## config.mk

```make
export PLATFORM = sky130hd
export DESIGN_NAME = fpr_cmd_core
export DESIGN_NICKNAME = d
export VERILOG_FILES = /design/src/rtl/fpr_pkg.sv /design/src/rtl/fpr_fifo_if.sv /design/src/rtl/fpr_fifo.sv /design/src/rtl/fpr_cmd_core.sv
export SDC_FILE = /design/constraint.sdc
export NUM_CORES = 1
export LEC_CHECK = 0
export ABC_AREA = 1
export BUFFER_PORTS_ARGS = -buffer_cell sky130_fd_sc_hd__buf_4
export CELL_PAD_IN_SITES_DETAIL_PLACEMENT = 1
export CELL_PAD_IN_SITES_GLOBAL_PLACEMENT = 1
export CORE_MARGIN = 3
export CORE_UTILIZATION = 49
export CTS_CLUSTER_DIAMETER = 40
export CTS_CLUSTER_SIZE = 14
export DETAILED_ROUTE_END_ITERATION = 8
export PLACE_DENSITY = 0.84
export SYNTH_ARGS = -nofsm -noshare
export SYNTH_HDL_FRONTEND = slang
export SYNTH_SLANG_ARGS = --single-unit
export TNS_END_PERCENT = 10
```

## constraint.sdc

```tcl
create_clock -name clk_sys -period 3.8 [get_ports clk_sys]
set_input_delay 0.76 -clock clk_sys [delete_from_list [all_inputs] [get_ports clk_sys]]
set_output_delay 0.76 -clock clk_sys [all_outputs]
set_load 0.02 [all_outputs]
```

## src/rtl/fpr_pkg.sv

```systemverilog
package fpr_pkg;
  localparam int CLK_MHZ = 250;
  // Delay figures; longest times, so cycle counts round down
  localparam int RELEASE_DELAY_NS = 3000;
  localparam int SIG_RELEASE_DELAY_NS = 1800;
  localparam int RECOVERY_OTHER_NS = 12000;
  localparam int RECOVERY_PROG_NS = 40000;
  localparam int RELEASE_CYC = RELEASE_DELAY_NS * CLK_MHZ / 1000;
  localparam int SIG_RELEASE_CYC = SIG_RELEASE_DELAY_NS * CLK_MHZ / 1000;
  localparam int RECOVERY_OTHER_CYC = RECOVERY_OTHER_NS * CLK_MHZ / 1000;
  localparam int RECOVERY_PROG_CYC = RECOVERY_PROG_NS * CLK_MHZ / 1000;
  localparam int DELAY_W = 16;

  localparam logic [7:0] OPC_RELEASE = 8'hc1;
  localparam logic [7:0] OPC_SIG_READ = 8'hc2;
  localparam logic [7:0] OPC_RESET_ARM = 8'hc3;
  localparam logic [7:0] OPC_RESET = 8'hc4;
  localparam logic [7:0] OPC_FACTORY = 8'hc5;
  localparam logic [7:0] OPC_WRITE_UNLOCK = 8'hc6;
  localparam logic [7:0] OPC_DEEP_SLEEP = 8'hc7;
  localparam logic [7:0] OPC_SECTOR_ERASE = 8'hc8;
  localparam logic [7:0] OPC_HALF_BLOCK_ERASE = 8'hc9;
  localparam logic [7:0] OPC_BLOCK_ERASE = 8'hca;
  localparam logic [7:0] OPC_CHIP_ERASE = 8'hcb;
  localparam logic [7:0] OPC_PTBL_READ = 8'h5a;

  // Signature value is arbitrary
  localparam logic [7:0] SIGNATURE = 8'h3c;
  localparam int PTBL_LEN = 8;
  localparam int PTBL_AW = 3;
  // Table contents are arbitrary
  localparam logic [7:0] PTBL [PTBL_LEN] = '{8'h11, 8'h22, 8'h33, 8'h44,
    8'h55, 8'h66, 8'h77, 8'h88};
  localparam logic [7:0] PTBL_PAD = 8'hff;
  localparam logic [2:0] ADDR_LAST = 3'h3;
  localparam logic [2:0] SIG_MIN_BYTES = 3'h5;
  localparam logic [2:0] ERASE_ADDR_BYTES = 3'h4;
  localparam int FIFO_DEPTH = 4;

  localparam logic [1:0] ERS_SECTOR = 2'h0;
  localparam logic [1:0] ERS_HALF_BLOCK = 2'h1;
  localparam logic [1:0] ERS_BLOCK = 2'h2;
  localparam logic [1:0] ERS_CHIP = 2'h3;

  localparam int PIN_CS = 0;
  localparam int PIN_SCLK = 1;
  localparam int PIN_SI = 2;
  localparam int PIN_SUP = 3;
  localparam int PIN_N = 4;
  localparam logic [PIN_N-1:0] PIN_RST = 4'h1;

  typedef enum logic [2:0] {FR_OPC, FR_ADDR, FR_DUMMY, FR_SIG, FR_PTBL,
    FR_IGN} fpr_frame_t;
  typedef enum logic [1:0] {PW_STBY, PW_DEEP, PW_WAKE, PW_RECOV} fpr_pwr_t;
endpackage : fpr_pkg

```

## src/rtl/fpr_fifo_if.sv

```systemverilog
`timescale 1ns/100ps
interface fpr_fifo_if #(parameter int W = 8);
  logic in_valid;
  logic in_ready;
  logic [W-1:0] in_data;
  logic out_valid;
  logic out_ready;
  logic [W-1:0] out_data;
  logic flush;
  modport prod (output in_valid, in_data, out_ready, flush,
    input in_ready, out_valid, out_data);
  modport fifo (input in_valid, in_data, out_ready, flush,
    output in_ready, out_valid, out_data);
endinterface : fpr_fifo_if

```

## src/rtl/fpr_fifo.sv

```systemverilog
`timescale 1ns/100ps
module fpr_fifo #(
  parameter int W = 8,
  parameter int D = 4
) (
  input wire logic clk_sys,
  input wire logic resetn,
  fpr_fifo_if.fifo f
);
  localparam int AW = $clog2(D);
  logic [W-1:0] mem_r [D];
  logic [AW-1:0] wp_r, wp_nxt, rp_r, rp_nxt;
  logic [AW:0] cnt_r, cnt_nxt;
  logic push, pop;

  assign f.in_ready = (cnt_r != (AW+1)'(D)) && !f.flush;
  assign f.out_valid = (cnt_r != '0);
  assign f.out_data = mem_r[rp_r];

  always_comb begin
    push = f.in_valid && f.in_ready;
    pop = f.out_valid && f.out_ready;
    wp_nxt = wp_r;
    rp_nxt = rp_r;
    cnt_nxt = cnt_r;
    if (f.flush) begin
      wp_nxt = '0;
      rp_nxt = '0;
      cnt_nxt = '0;
    end else begin
      if (push) begin
        wp_nxt = (wp_r == AW'(D-1)) ? '0 : wp_r + 1'b1;
      end
      if (pop) begin
        rp_nxt = (rp_r == AW'(D-1)) ? '0 : rp_r + 1'b1;
      end
      cnt_nxt = cnt_r + (AW+1)'(push) - (AW+1)'(pop);
    end
  end

  always_ff @(posedge clk_sys) begin
    if (!resetn) begin
      wp_r <= '0;
      rp_r <= '0;
      cnt_r <= '0;
    end else begin
      wp_r <= wp_nxt;
      rp_r <= rp_nxt;
      cnt_r <= cnt_nxt;
    end
    if (push && !f.flush) begin
      mem_r[wp_r] <= f.in_data;
    end
  end
endmodule : fpr_fifo

```

## src/rtl/fpr_cmd_core.sv

```systemverilog
`timescale 1ns/100ps
module fpr_cmd_core
  import fpr_pkg::*;
#(
  parameter logic [7:0] RELEASE_OPC = OPC_RELEASE,
  parameter logic [7:0] SIG_OPC = OPC_SIG_READ,
  parameter logic [7:0] ARM_OPC = OPC_RESET_ARM,
  parameter logic [7:0] RESET_OPC = OPC_RESET,
  parameter logic [7:0] FACTORY_OPC = OPC_FACTORY,
  parameter int REL_CYC = RELEASE_CYC,
  parameter int SREL_CYC = SIG_RELEASE_CYC,
  parameter int RCV_OTH_CYC = RECOVERY_OTHER_CYC,
  parameter int RCV_PRG_CYC = RECOVERY_PROG_CYC,
  parameter int FIFO_D = FIFO_DEPTH
) (
  input wire logic clk_sys,
  input wire logic resetn,
  input wire logic supply_ok,
  input wire logic cs_n,
  input wire logic sclk,
  input wire logic si,
  input wire logic array_busy,
  input wire logic array_prog,
  output logic so,
  output logic so_oe,
  output logic standby,
  output logic deep_sleep,
  output logic delay_run,
  output logic write_unlock_latch,
  output logic factory_accel,
  output logic erase_start,
  output logic [1:0] erase_kind,
  output logic [23:0] erase_addr,
  output logic op_abort
);
  logic [PIN_N-1:0] ff1_r, ff2_r, ff3_r, st_r, st_nxt;
  logic rst_n_int, cs_rise, sck_rise, sck_fall, acc, erase_ok, recov_prog;
  logic [7:0] rx;
  logic [2:0] ers;
  fpr_frame_t fst_r, fst_nxt;
  fpr_pwr_t pwr_r, pwr_nxt;
  logic [2:0] bcnt_r, bcnt_nxt, bytes_r, bytes_nxt;
  logic [7:0] sh_r, sh_nxt, opc_r, opc_nxt, obyte_r, obyte_nxt;
  logic [23:0] addr_r, addr_nxt, paddr_r, paddr_nxt;
  logic [DELAY_W-1:0] dcnt_r, dcnt_nxt;
  logic acc_r, acc_nxt, arm_r, arm_nxt, busy_d_r, last_prog_r, last_prog_nxt;
  logic ers_pend_r, ers_pend_nxt, ers_fast_r, ers_fast_nxt;
  logic so_r, so_nxt, so_oe_r, so_oe_nxt, wul_r, wul_nxt, fac_r, fac_nxt;
  logic es_r, es_nxt, abort_r, abort_nxt, pop;
  logic [1:0] ekind_r, ekind_nxt;
  logic [23:0] eaddr_r, eaddr_nxt;
  logic stby_r, deep_r, drun_r;

  fpr_fifo_if #(.W(8)) fq ();

  fpr_fifo #(.W(8), .D(FIFO_D)) u_fifo (
    .clk_sys(clk_sys),
    .resetn(rst_n_int),
    .f(fq.fifo)
  );

  function automatic logic [2:0] ers_code(input logic [7:0] o);
    ers_code = 3'h0;
    if (o == OPC_SECTOR_ERASE) ers_code = {1'b1, ERS_SECTOR};
    if (o == OPC_HALF_BLOCK_ERASE) ers_code = {1'b1, ERS_HALF_BLOCK};
    if (o == OPC_BLOCK_ERASE) ers_code = {1'b1, ERS_BLOCK};
    if (o == OPC_CHIP_ERASE) ers_code = {1'b1, ERS_CHIP};
  endfunction : ers_code

  // A pin change counts once the second and third stages agree
  always_comb begin
    for (int i = 0; i < PIN_N; i++) begin
      st_nxt[i] = (ff2_r[i] == ff3_r[i]) ? ff3_r[i] : st_r[i];
    end
  end

  always_ff @(posedge clk_sys) begin
    if (!resetn) begin
      ff1_r <= PIN_RST;
      ff2_r <= PIN_RST;
      ff3_r <= PIN_RST;
      st_r <= PIN_RST;
    end else begin
      ff1_r <= {supply_ok, si, sclk, cs_n};
      ff2_r <= ff1_r;
      ff3_r <= ff2_r;
      st_r <= st_nxt;
    end
  end

  assign rst_n_int = resetn && st_r[PIN_SUP];
  assign fq.flush = st_r[PIN_CS];
  assign fq.in_valid = !st_r[PIN_CS] && (fst_r == FR_DUMMY || fst_r == FR_PTBL);
  assign fq.in_data = (paddr_r < 24'(PTBL_LEN)) ?
    PTBL[paddr_r[PTBL_AW-1:0]] : PTBL_PAD;
  assign fq.out_ready = pop;

  always_comb begin
    cs_rise = st_nxt[PIN_CS] && !st_r[PIN_CS];
    sck_rise = !st_r[PIN_CS] && st_nxt[PIN_SCLK] && !st_r[PIN_SCLK];
    sck_fall = !st_r[PIN_CS] && !st_nxt[PIN_SCLK] && st_r[PIN_SCLK];
    rx = {sh_r[6:0], st_nxt[PIN_SI]};
    ers = ers_code(opc_r);
    recov_prog = array_busy ? array_prog : last_prog_r;
    fst_nxt = fst_r;
    pwr_nxt = pwr_r;
    bcnt_nxt = bcnt_r;
    bytes_nxt = bytes_r;
    sh_nxt = sh_r;
    opc_nxt = opc_r;
    obyte_nxt = obyte_r;
    addr_nxt = addr_r;
    paddr_nxt = paddr_r;
    dcnt_nxt = dcnt_r;
    acc_nxt = acc_r;
    arm_nxt = arm_r;
    last_prog_nxt = array_busy ? array_prog : last_prog_r;
    ers_pend_nxt = ers_pend_r;
    ers_fast_nxt = ers_fast_r;
    so_nxt = so_r;
    so_oe_nxt = so_oe_r;
    wul_nxt = wul_r;
    fac_nxt = fac_r;
    es_nxt = 1'b0;
    ekind_nxt = ekind_r;
    eaddr_nxt = eaddr_r;
    abort_nxt = 1'b0;
    pop = 1'b0;
    acc = 1'b0;
    erase_ok = 1'b0;
    if (busy_d_r && !array_busy && ers_pend_r) begin
      wul_nxt = 1'b0;
      ers_pend_nxt = 1'b0;
      if (ers_fast_r) begin
        fac_nxt = 1'b0;
      end
    end
    if (pwr_r == PW_WAKE || pwr_r == PW_RECOV) begin
      if (dcnt_r == '0) begin
        pwr_nxt = PW_STBY;
      end else begin
        dcnt_nxt = dcnt_r - 1'b1;
      end
    end
    if (fq.in_valid && fq.in_ready) begin
      paddr_nxt = paddr_r + 24'h1;
    end
    if (st_r[PIN_CS]) begin
      fst_nxt = FR_OPC;
      bcnt_nxt = 3'h0;
      bytes_nxt = 3'h0;
      so_nxt = 1'b0;
      so_oe_nxt = 1'b0;
    end else begin
      if (sck_rise) begin
        bcnt_nxt = bcnt_r + 3'h1;
        sh_nxt = rx;
        if (bcnt_r == 3'h7) begin
          if (bytes_r != 3'h7) begin
            bytes_nxt = bytes_r + 3'h1;
          end
          case (fst_r)
            FR_OPC: begin
              opc_nxt = rx;
              if (pwr_r == PW_WAKE || pwr_r == PW_RECOV) begin
                acc = 1'b0;
              end else if (pwr_r == PW_DEEP) begin
                acc = (rx == RELEASE_OPC || rx == SIG_OPC) && !array_busy;
              end else if (array_busy) begin
                acc = (rx == ARM_OPC || rx == RESET_OPC);
              end else begin
                acc = 1'b1;
              end
              acc_nxt = acc;
              if (acc && (rx == SIG_OPC || rx == OPC_PTBL_READ ||
                  (ers_code(rx) != 3'h0 && rx != OPC_CHIP_ERASE))) begin
                fst_nxt = FR_ADDR;
              end else begin
                fst_nxt = FR_IGN;
              end
            end
            FR_ADDR: begin
              addr_nxt = {addr_r[15:0], rx};
              if (bytes_r == ADDR_LAST) begin
                if (opc_r == SIG_OPC) begin
                  fst_nxt = FR_SIG;
                  obyte_nxt = SIGNATURE;
                end else if (opc_r == OPC_PTBL_READ) begin
                  fst_nxt = FR_DUMMY;
                  paddr_nxt = {addr_r[15:0], rx};
                end else begin
                  fst_nxt = FR_IGN;
                end
              end
            end
            FR_DUMMY, FR_PTBL: begin
              fst_nxt = FR_PTBL;
              pop = fq.out_valid;
              obyte_nxt = fq.out_valid ? fq.out_data : PTBL_PAD;
            end
            FR_SIG: obyte_nxt = SIGNATURE;
            default: ;
          endcase
        end
      end
      if (sck_fall && (fst_r == FR_SIG || fst_r == FR_PTBL)) begin
        so_nxt = obyte_r[3'h7 - bcnt_r];
        so_oe_nxt = 1'b1;
      end
    end
    if (cs_rise && bytes_r != 3'h0) begin
      if (opc_r != ARM_OPC) begin
        arm_nxt = 1'b0;
      end
      if (acc_r && bcnt_r == 3'h0) begin
        if (opc_r == RELEASE_OPC && bytes_r == 3'h1) begin
          if (pwr_r == PW_DEEP) begin
            pwr_nxt = PW_WAKE;
            dcnt_nxt = DELAY_W'(REL_CYC - 1);
          end
        end else if (opc_r == SIG_OPC && bytes_r >= SIG_MIN_BYTES) begin
          if (pwr_r == PW_DEEP) begin
            pwr_nxt = PW_WAKE;
            dcnt_nxt = DELAY_W'(SREL_CYC - 1);
          end
        end else if (opc_r == ARM_OPC && bytes_r == 3'h1) begin
          arm_nxt = 1'b1;
        end else if (opc_r == RESET_OPC && bytes_r == 3'h1 && arm_r) begin
          wul_nxt = 1'b0;
          fac_nxt = 1'b0;
          ers_pend_nxt = 1'b0;
          ers_fast_nxt = 1'b0;
          abort_nxt = array_busy;
          pwr_nxt = PW_RECOV;
          dcnt_nxt = recov_prog ? DELAY_W'(RCV_PRG_CYC - 1) :
            DELAY_W'(RCV_OTH_CYC - 1);
        end else if (opc_r == FACTORY_OPC && bytes_r == 3'h1) begin
          fac_nxt = 1'b1;
        end else if (opc_r == OPC_WRITE_UNLOCK && bytes_r == 3'h1) begin
          wul_nxt = 1'b1;
        end else if (opc_r == OPC_DEEP_SLEEP && bytes_r == 3'h1) begin
          pwr_nxt = PW_DEEP;
        end else if (ers != 3'h0 && wul_r) begin
          erase_ok = (ers[1:0] == ERS_CHIP) ? (bytes_r == 3'h1) :
            (bytes_r == ERASE_ADDR_BYTES);
          if (erase_ok) begin
            es_nxt = 1'b1;
            ekind_nxt = ers[1:0];
            eaddr_nxt = addr_r;
            ers_pend_nxt = 1'b1;
            ers_fast_nxt = fac_r;
          end
        end
      end
    end
  end

  always_ff @(posedge clk_sys) begin
    if (!rst_n_int) begin
      fst_r <= FR_OPC;
      pwr_r <= PW_STBY;
      bcnt_r <= 3'h0;
      bytes_r <= 3'h0;
      sh_r <= 8'h00;
      opc_r <= 8'h00;
      obyte_r <= 8'h00;
      addr_r <= 24'h0;
      paddr_r <= 24'h0;
      dcnt_r <= '0;
      acc_r <= 1'b0;
      arm_r <= 1'b0;
      busy_d_r <= 1'b0;
      last_prog_r <= 1'b0;
      ers_pend_r <= 1'b0;
      ers_fast_r <= 1'b0;
      so_r <= 1'b0;
      so_oe_r <= 1'b0;
      wul_r <= 1'b0;
      fac_r <= 1'b0;
      es_r <= 1'b0;
      ekind_r <= 2'h0;
      eaddr_r <= 24'h0;
      abort_r <= 1'b0;
      stby_r <= 1'b1;
      deep_r <= 1'b0;
      drun_r <= 1'b0;
    end else begin
      fst_r <= fst_nxt;
      pwr_r <= pwr_nxt;
      bcnt_r <= bcnt_nxt;
      bytes_r <= bytes_nxt;
      sh_r <= sh_nxt;
      opc_r <= opc_nxt;
      obyte_r <= obyte_nxt;
      addr_r <= addr_nxt;
      paddr_r <= paddr_nxt;
      dcnt_r <= dcnt_nxt;
      acc_r <= acc_nxt;
      arm_r <= arm_nxt;
      busy_d_r <= array_busy;
      last_prog_r <= last_prog_nxt;
      ers_pend_r <= ers_pend_nxt;
      ers_fast_r <= ers_fast_nxt;
      so_r <= so_nxt;
      so_oe_r <= so_oe_nxt;
      wul_r <= wul_nxt;
      fac_r <= fac_nxt;
      es_r <= es_nxt;
      ekind_r <= ekind_nxt;
      eaddr_r <= eaddr_nxt;
      abort_r <= abort_nxt;
      stby_r <= (pwr_nxt == PW_STBY);
      deep_r <= (pwr_nxt == PW_DEEP);
      drun_r <= (pwr_nxt == PW_WAKE || pwr_nxt == PW_RECOV);
    end
  end

  assign so = so_r;
  assign so_oe = so_oe_r;
  assign standby = stby_r;
  assign deep_sleep = deep_r;
  assign delay_run = drun_r;
  assign write_unlock_latch = wul_r;
  assign factory_accel = fac_r;
  assign erase_start = es_r;
  assign erase_kind = ekind_r;
  assign erase_addr = eaddr_r;
  assign op_abort = abort_r;

  property p_wake_load;
    @(posedge clk_sys) disable iff (!rst_n_int)
    $rose(pwr_r == PW_WAKE) |-> dcnt_r == DELAY_W'(REL_CYC - 1) ||
      dcnt_r == DELAY_W'(SREL_CYC - 1);
  endproperty
  a_wake_load: assert property (p_wake_load) else $error("bad wake load");
  property p_wake_end;
    @(posedge clk_sys) disable iff (!rst_n_int)
    (pwr_r == PW_WAKE && dcnt_r == '0) |=> standby && !delay_run;
  endproperty
  a_wake_end: assert property (p_wake_end) else $error("no standby");
  property p_rel_imm;
    @(posedge clk_sys) disable iff (!rst_n_int)
    (pwr_r == PW_STBY && cs_rise && opc_r == RELEASE_OPC && acc_r) |=>
      standby;
  endproperty
  a_rel_imm: assert property (p_rel_imm) else $error("release delayed");
  property p_sig_repeat;
    @(posedge clk_sys) disable iff (!rst_n_int)
    (fst_r == FR_SIG && sck_rise && bcnt_r == 3'h7) |=> obyte_r == SIGNATURE;
  endproperty
  a_sig_repeat: assert property (p_sig_repeat) else $error("sig lost");
  property p_busy_no_wake;
    @(posedge clk_sys) disable iff (!rst_n_int)
    (pwr_r == PW_DEEP && array_busy) |=> pwr_r != PW_WAKE;
  endproperty
  a_busy_no_wake: assert property (p_busy_no_wake) else $error("woke busy");
  property p_armed;
    @(posedge clk_sys) disable iff (!rst_n_int)
    $rose(pwr_r == PW_RECOV) |-> $past(arm_r) && !arm_r;
  endproperty
  a_armed: assert property (p_armed) else $error("reset not armed");
  property p_reset_clear;
    @(posedge clk_sys) disable iff (!rst_n_int)
    $rose(pwr_r == PW_RECOV) |-> !write_unlock_latch && !factory_accel &&
      op_abort == $past(array_busy);
  endproperty
  a_reset_clear: assert property (p_reset_clear) else $error("reset left");
  property p_recov_len;
    @(posedge clk_sys) disable iff (!rst_n_int)
    $rose(pwr_r == PW_RECOV) |-> dcnt_r == ($past(recov_prog) ?
      DELAY_W'(RCV_PRG_CYC - 1) : DELAY_W'(RCV_OTH_CYC - 1));
  endproperty
  a_recov_len: assert property (p_recov_len) else $error("bad recovery");
  property p_fac_clear;
    @(posedge clk_sys) disable iff (!rst_n_int)
    (ers_pend_r && ers_fast_r && busy_d_r && !array_busy) |=>
      !factory_accel && !write_unlock_latch;
  endproperty
  a_fac_clear: assert property (p_fac_clear) else $error("flag kept");
  property p_supply;
    @(posedge clk_sys) disable iff (!resetn)
    !st_r[PIN_SUP] |=> standby && !so_oe && !write_unlock_latch && !erase_start;
  endproperty
  a_supply: assert property (p_supply) else $error("live in low supply");
  c_wake: cover property (@(posedge clk_sys) $fell(delay_run) && standby);
  c_sig: cover property (@(posedge clk_sys) fst_r == FR_SIG && so_oe);
  c_ptbl: cover property (@(posedge clk_sys) fst_r == FR_PTBL && pop);
  c_fast: cover property (@(posedge clk_sys) erase_start && factory_accel);
endmodule : fpr_cmd_core

```

==> results.cfg <==
[floorplan]
core_um2 = 16900
die_h_um = 139
start_util = 0.511
io_pins = 43
die_x_um = 139
die_area_um2 = 19300
fp-row-count = 47

[grt]
gr-usage-all-layers = 0.259
grt_antenna_before_repair = 0
grt_start_max_net_pins = 82
grt_overflow_total = 0
gr-usage-met1 = 0.327
grt.busiest_layer = met2
grtUsageMet2 = 0.445
first_global_vias = 8242
use_met3 = 0.0459
grt_pass1_wl_mm = 41.0

[drt]
drtIter0Drc = 357
ant_nets = 0
drt-total-wl_mm = 24.6
wire_per_inst_um = 16.9
drtPass1Iterations = 5
viasPerCell = 5.39
via_count = 7860
drc_errors = 0

[cells_and_area]
utilization = 0.576
antenna_cells = 0
final_cell_mix = 223 x nand2_1, 201 x nor2_1, 164 x dfxtp_1, 134 x inv_1, 101 x o21ai_0
drive_above_1_share = 0.102
fin_nets = 1253
design_area_um2 = 9760
final_common_cell = nand2_1
area_delta_synth_final_pct = 12.7

[hold_path]
hold_path_class = register to register

[logic_synthesis]
synth_compound_area_frac = 0.143
synth_mux_area_frac = 0.00116
synth_top_family_by_area = simple AND/OR/NAND/NOR gates
yosys.area_share.adder = 0.0298
synth_cell_type_count = 47
synth_seq_area_share = 0.435
synth-simple-area-share = 0.281
yosys_warnings = 0
synth_xor_area_frac = 0.0263
ys_ff_latch = 180
syn_inst = 1193
syn-num-nets = 1221
syn_area_um2 = 8660
synth_area_per_cell_um2 = 7.26

[clocking]
clock-sinks = 180
cts_buffers = 17
cts_hold_buf = 0
cts_htree_levels = 4
clock_latency_ns = 0.44
clk_path_buf_depth = 2
tritoncts = built
post-cts-setup-buffer-count = 0
cts_root_buffer = clkbuf_16
clk_pin_slew_ns = 0.07
ctsResizeCount = 0

[sta]
setup_viol = 0
hold_violations = 0
max_freq_mhz = 369
post-route-min-period_ns = 2.71
worst_pin_slew_ns = 0.939
fin_skew_ns = 0.0120
period_share = 0.714
hold_ws_ns = 0.431
drv_slew = 0
postLayoutSetupSlackWorst_ns = 1.09
final.setup.tns_ns = 0
rsz0062_at_grt = false
max_slew_margin = 0.371

[power]
irDropWorstVdd_mv = 0.367
p_leak_uw = 0.00447
p_per_area_nw_per_um2 = 386

[flow_run]
maxCapViolations = 0

[place]
hpwl_mm = 17.4
gp_congestion = 0.840
port_buffers = 42
place_area_um2 = 9130
dpl_worst_slack_ns = 1.20

[setup_path]
end_kind = register
path_class = register to register
cp-start-kind = register
critPathRequiredTime_ns = 4.17
arrival_ns = 3.08
critical_path.max_fanout = 8

[run_status]
outcome = finished clean
-- area by class of cell --
cell class	count	area (µm²)
fillers	2214	7180
multi-input cells	830	4170
flip-flops and latches	180	3760
inverters	148	556
clock buffers	18	450
repair buffers	48	373
well taps	220	275
clock inverters	14	173
-- logic make-up (layout without fill, tap and decap cells) --
group	after synthesis	count (layout)
xor+xnor	26	26
flops	180	180
simple gates	550	550
buf+inv	183	228
mux	1	1
fa+ha+maj	20	20
compound gates	233	233
-- synth_stat cells, drive strengths merged --
cell type  number  share of area
nor4            4         0.0029
o21a            2         0.0017
nor3b           1        0.00087
nor2          212           0.10
ha             19          0.027
edfxtp         16          0.055
xnor2          12          0.012
dfxtp         164           0.38
clkbuf         23          0.010
o211a           1         0.0012
o211ai          4         0.0035
a211oi          2         0.0017
o21ai         126          0.073
nor3           16          0.013
nand2         230           0.10
nand3b          5         0.0048
nand4          14          0.013
xor2           14          0.014
fa              1         0.0023
clkinv          2        0.00087
a21oi          85          0.050
nand3          61          0.037
a22o            3         0.0030
inv           146          0.063
or2             6         0.0043
o221ai          2         0.0020
or4             1        0.00087
mux2i           1         0.0012
buf            12          0.010
o21bai          8         0.0069
-- power by group --
| part | switching (µW) | internal, µW | total, µW |
|---|---|---|---|
| combinational | 10.9 | 8.99 | 19.9 |
| clock | 894 | 933 | 1830 |
| sequential | 3.32 | 1910 | 1920 |
-- per-stage QoR --
stage / power, µW / std cells
floorplan: 1970 / 1193
global placement: 1980 / 1426
detailed placement: 1980 / 1426
CTS: 3790 / 1458
global route: 3890 / 1458
finish: 3760 / 1458
-- path summary, 6_finish.rpt --
path              from               to  slack (ns)  cells after the start
max          bcnt_r[0]  u_fifo.cnt_r[2]        1.09                     12
min           ff1_r[0]         ff2_r[0]        0.43                      1
max reg2reg  bcnt_r[0]  u_fifo.cnt_r[2]        1.09                     12
min reg2reg   ff1_r[0]         ff2_r[0]        0.43                      1
-- registers in the layout (all words and copies together) (netlist names), 2 cells and up, named ones only --
name	flops
ff3_r	4
ff2_r	4
opc_r	8
u_fifo.mem_r	16
ff1_r	4
dcnt_r	16
bcnt_r	3
pwr_r	2
bytes_r	3
erase_addr	24
u_fifo.cnt_r	3
erase_kind	2
u_fifo.wp_r	2
addr_r	24
paddr_r	24
u_fifo.rp_r	2
sh_r	7
obyte_r	8
st_r	4
fst_r	3
-- routing by layer --
metal | vias to the layer above | share of wire
met1 | 3810 | 0.45
met5 | - | 0
met2 | 104 | 0.50
met3 | 42 | 0.027
met4 | 0 | 0.024
li1 | 3904 | -
-- worst max-delay path, cell delays in order, from the launching register on --
cell     delay, ns
dfxtp_1       0.50
ha_1          0.24
ha_1          0.18
nand4_1       0.12
inv_1         0.14
ha_1          0.25
inv_1         0.06
ha_1          0.13
inv_1         0.05
fa_1          0.40
xnor2_1       0.16
or2_2         0.29
a21oi_1       0.12
No activity file was read; power rests on OpenSTA's default activity.
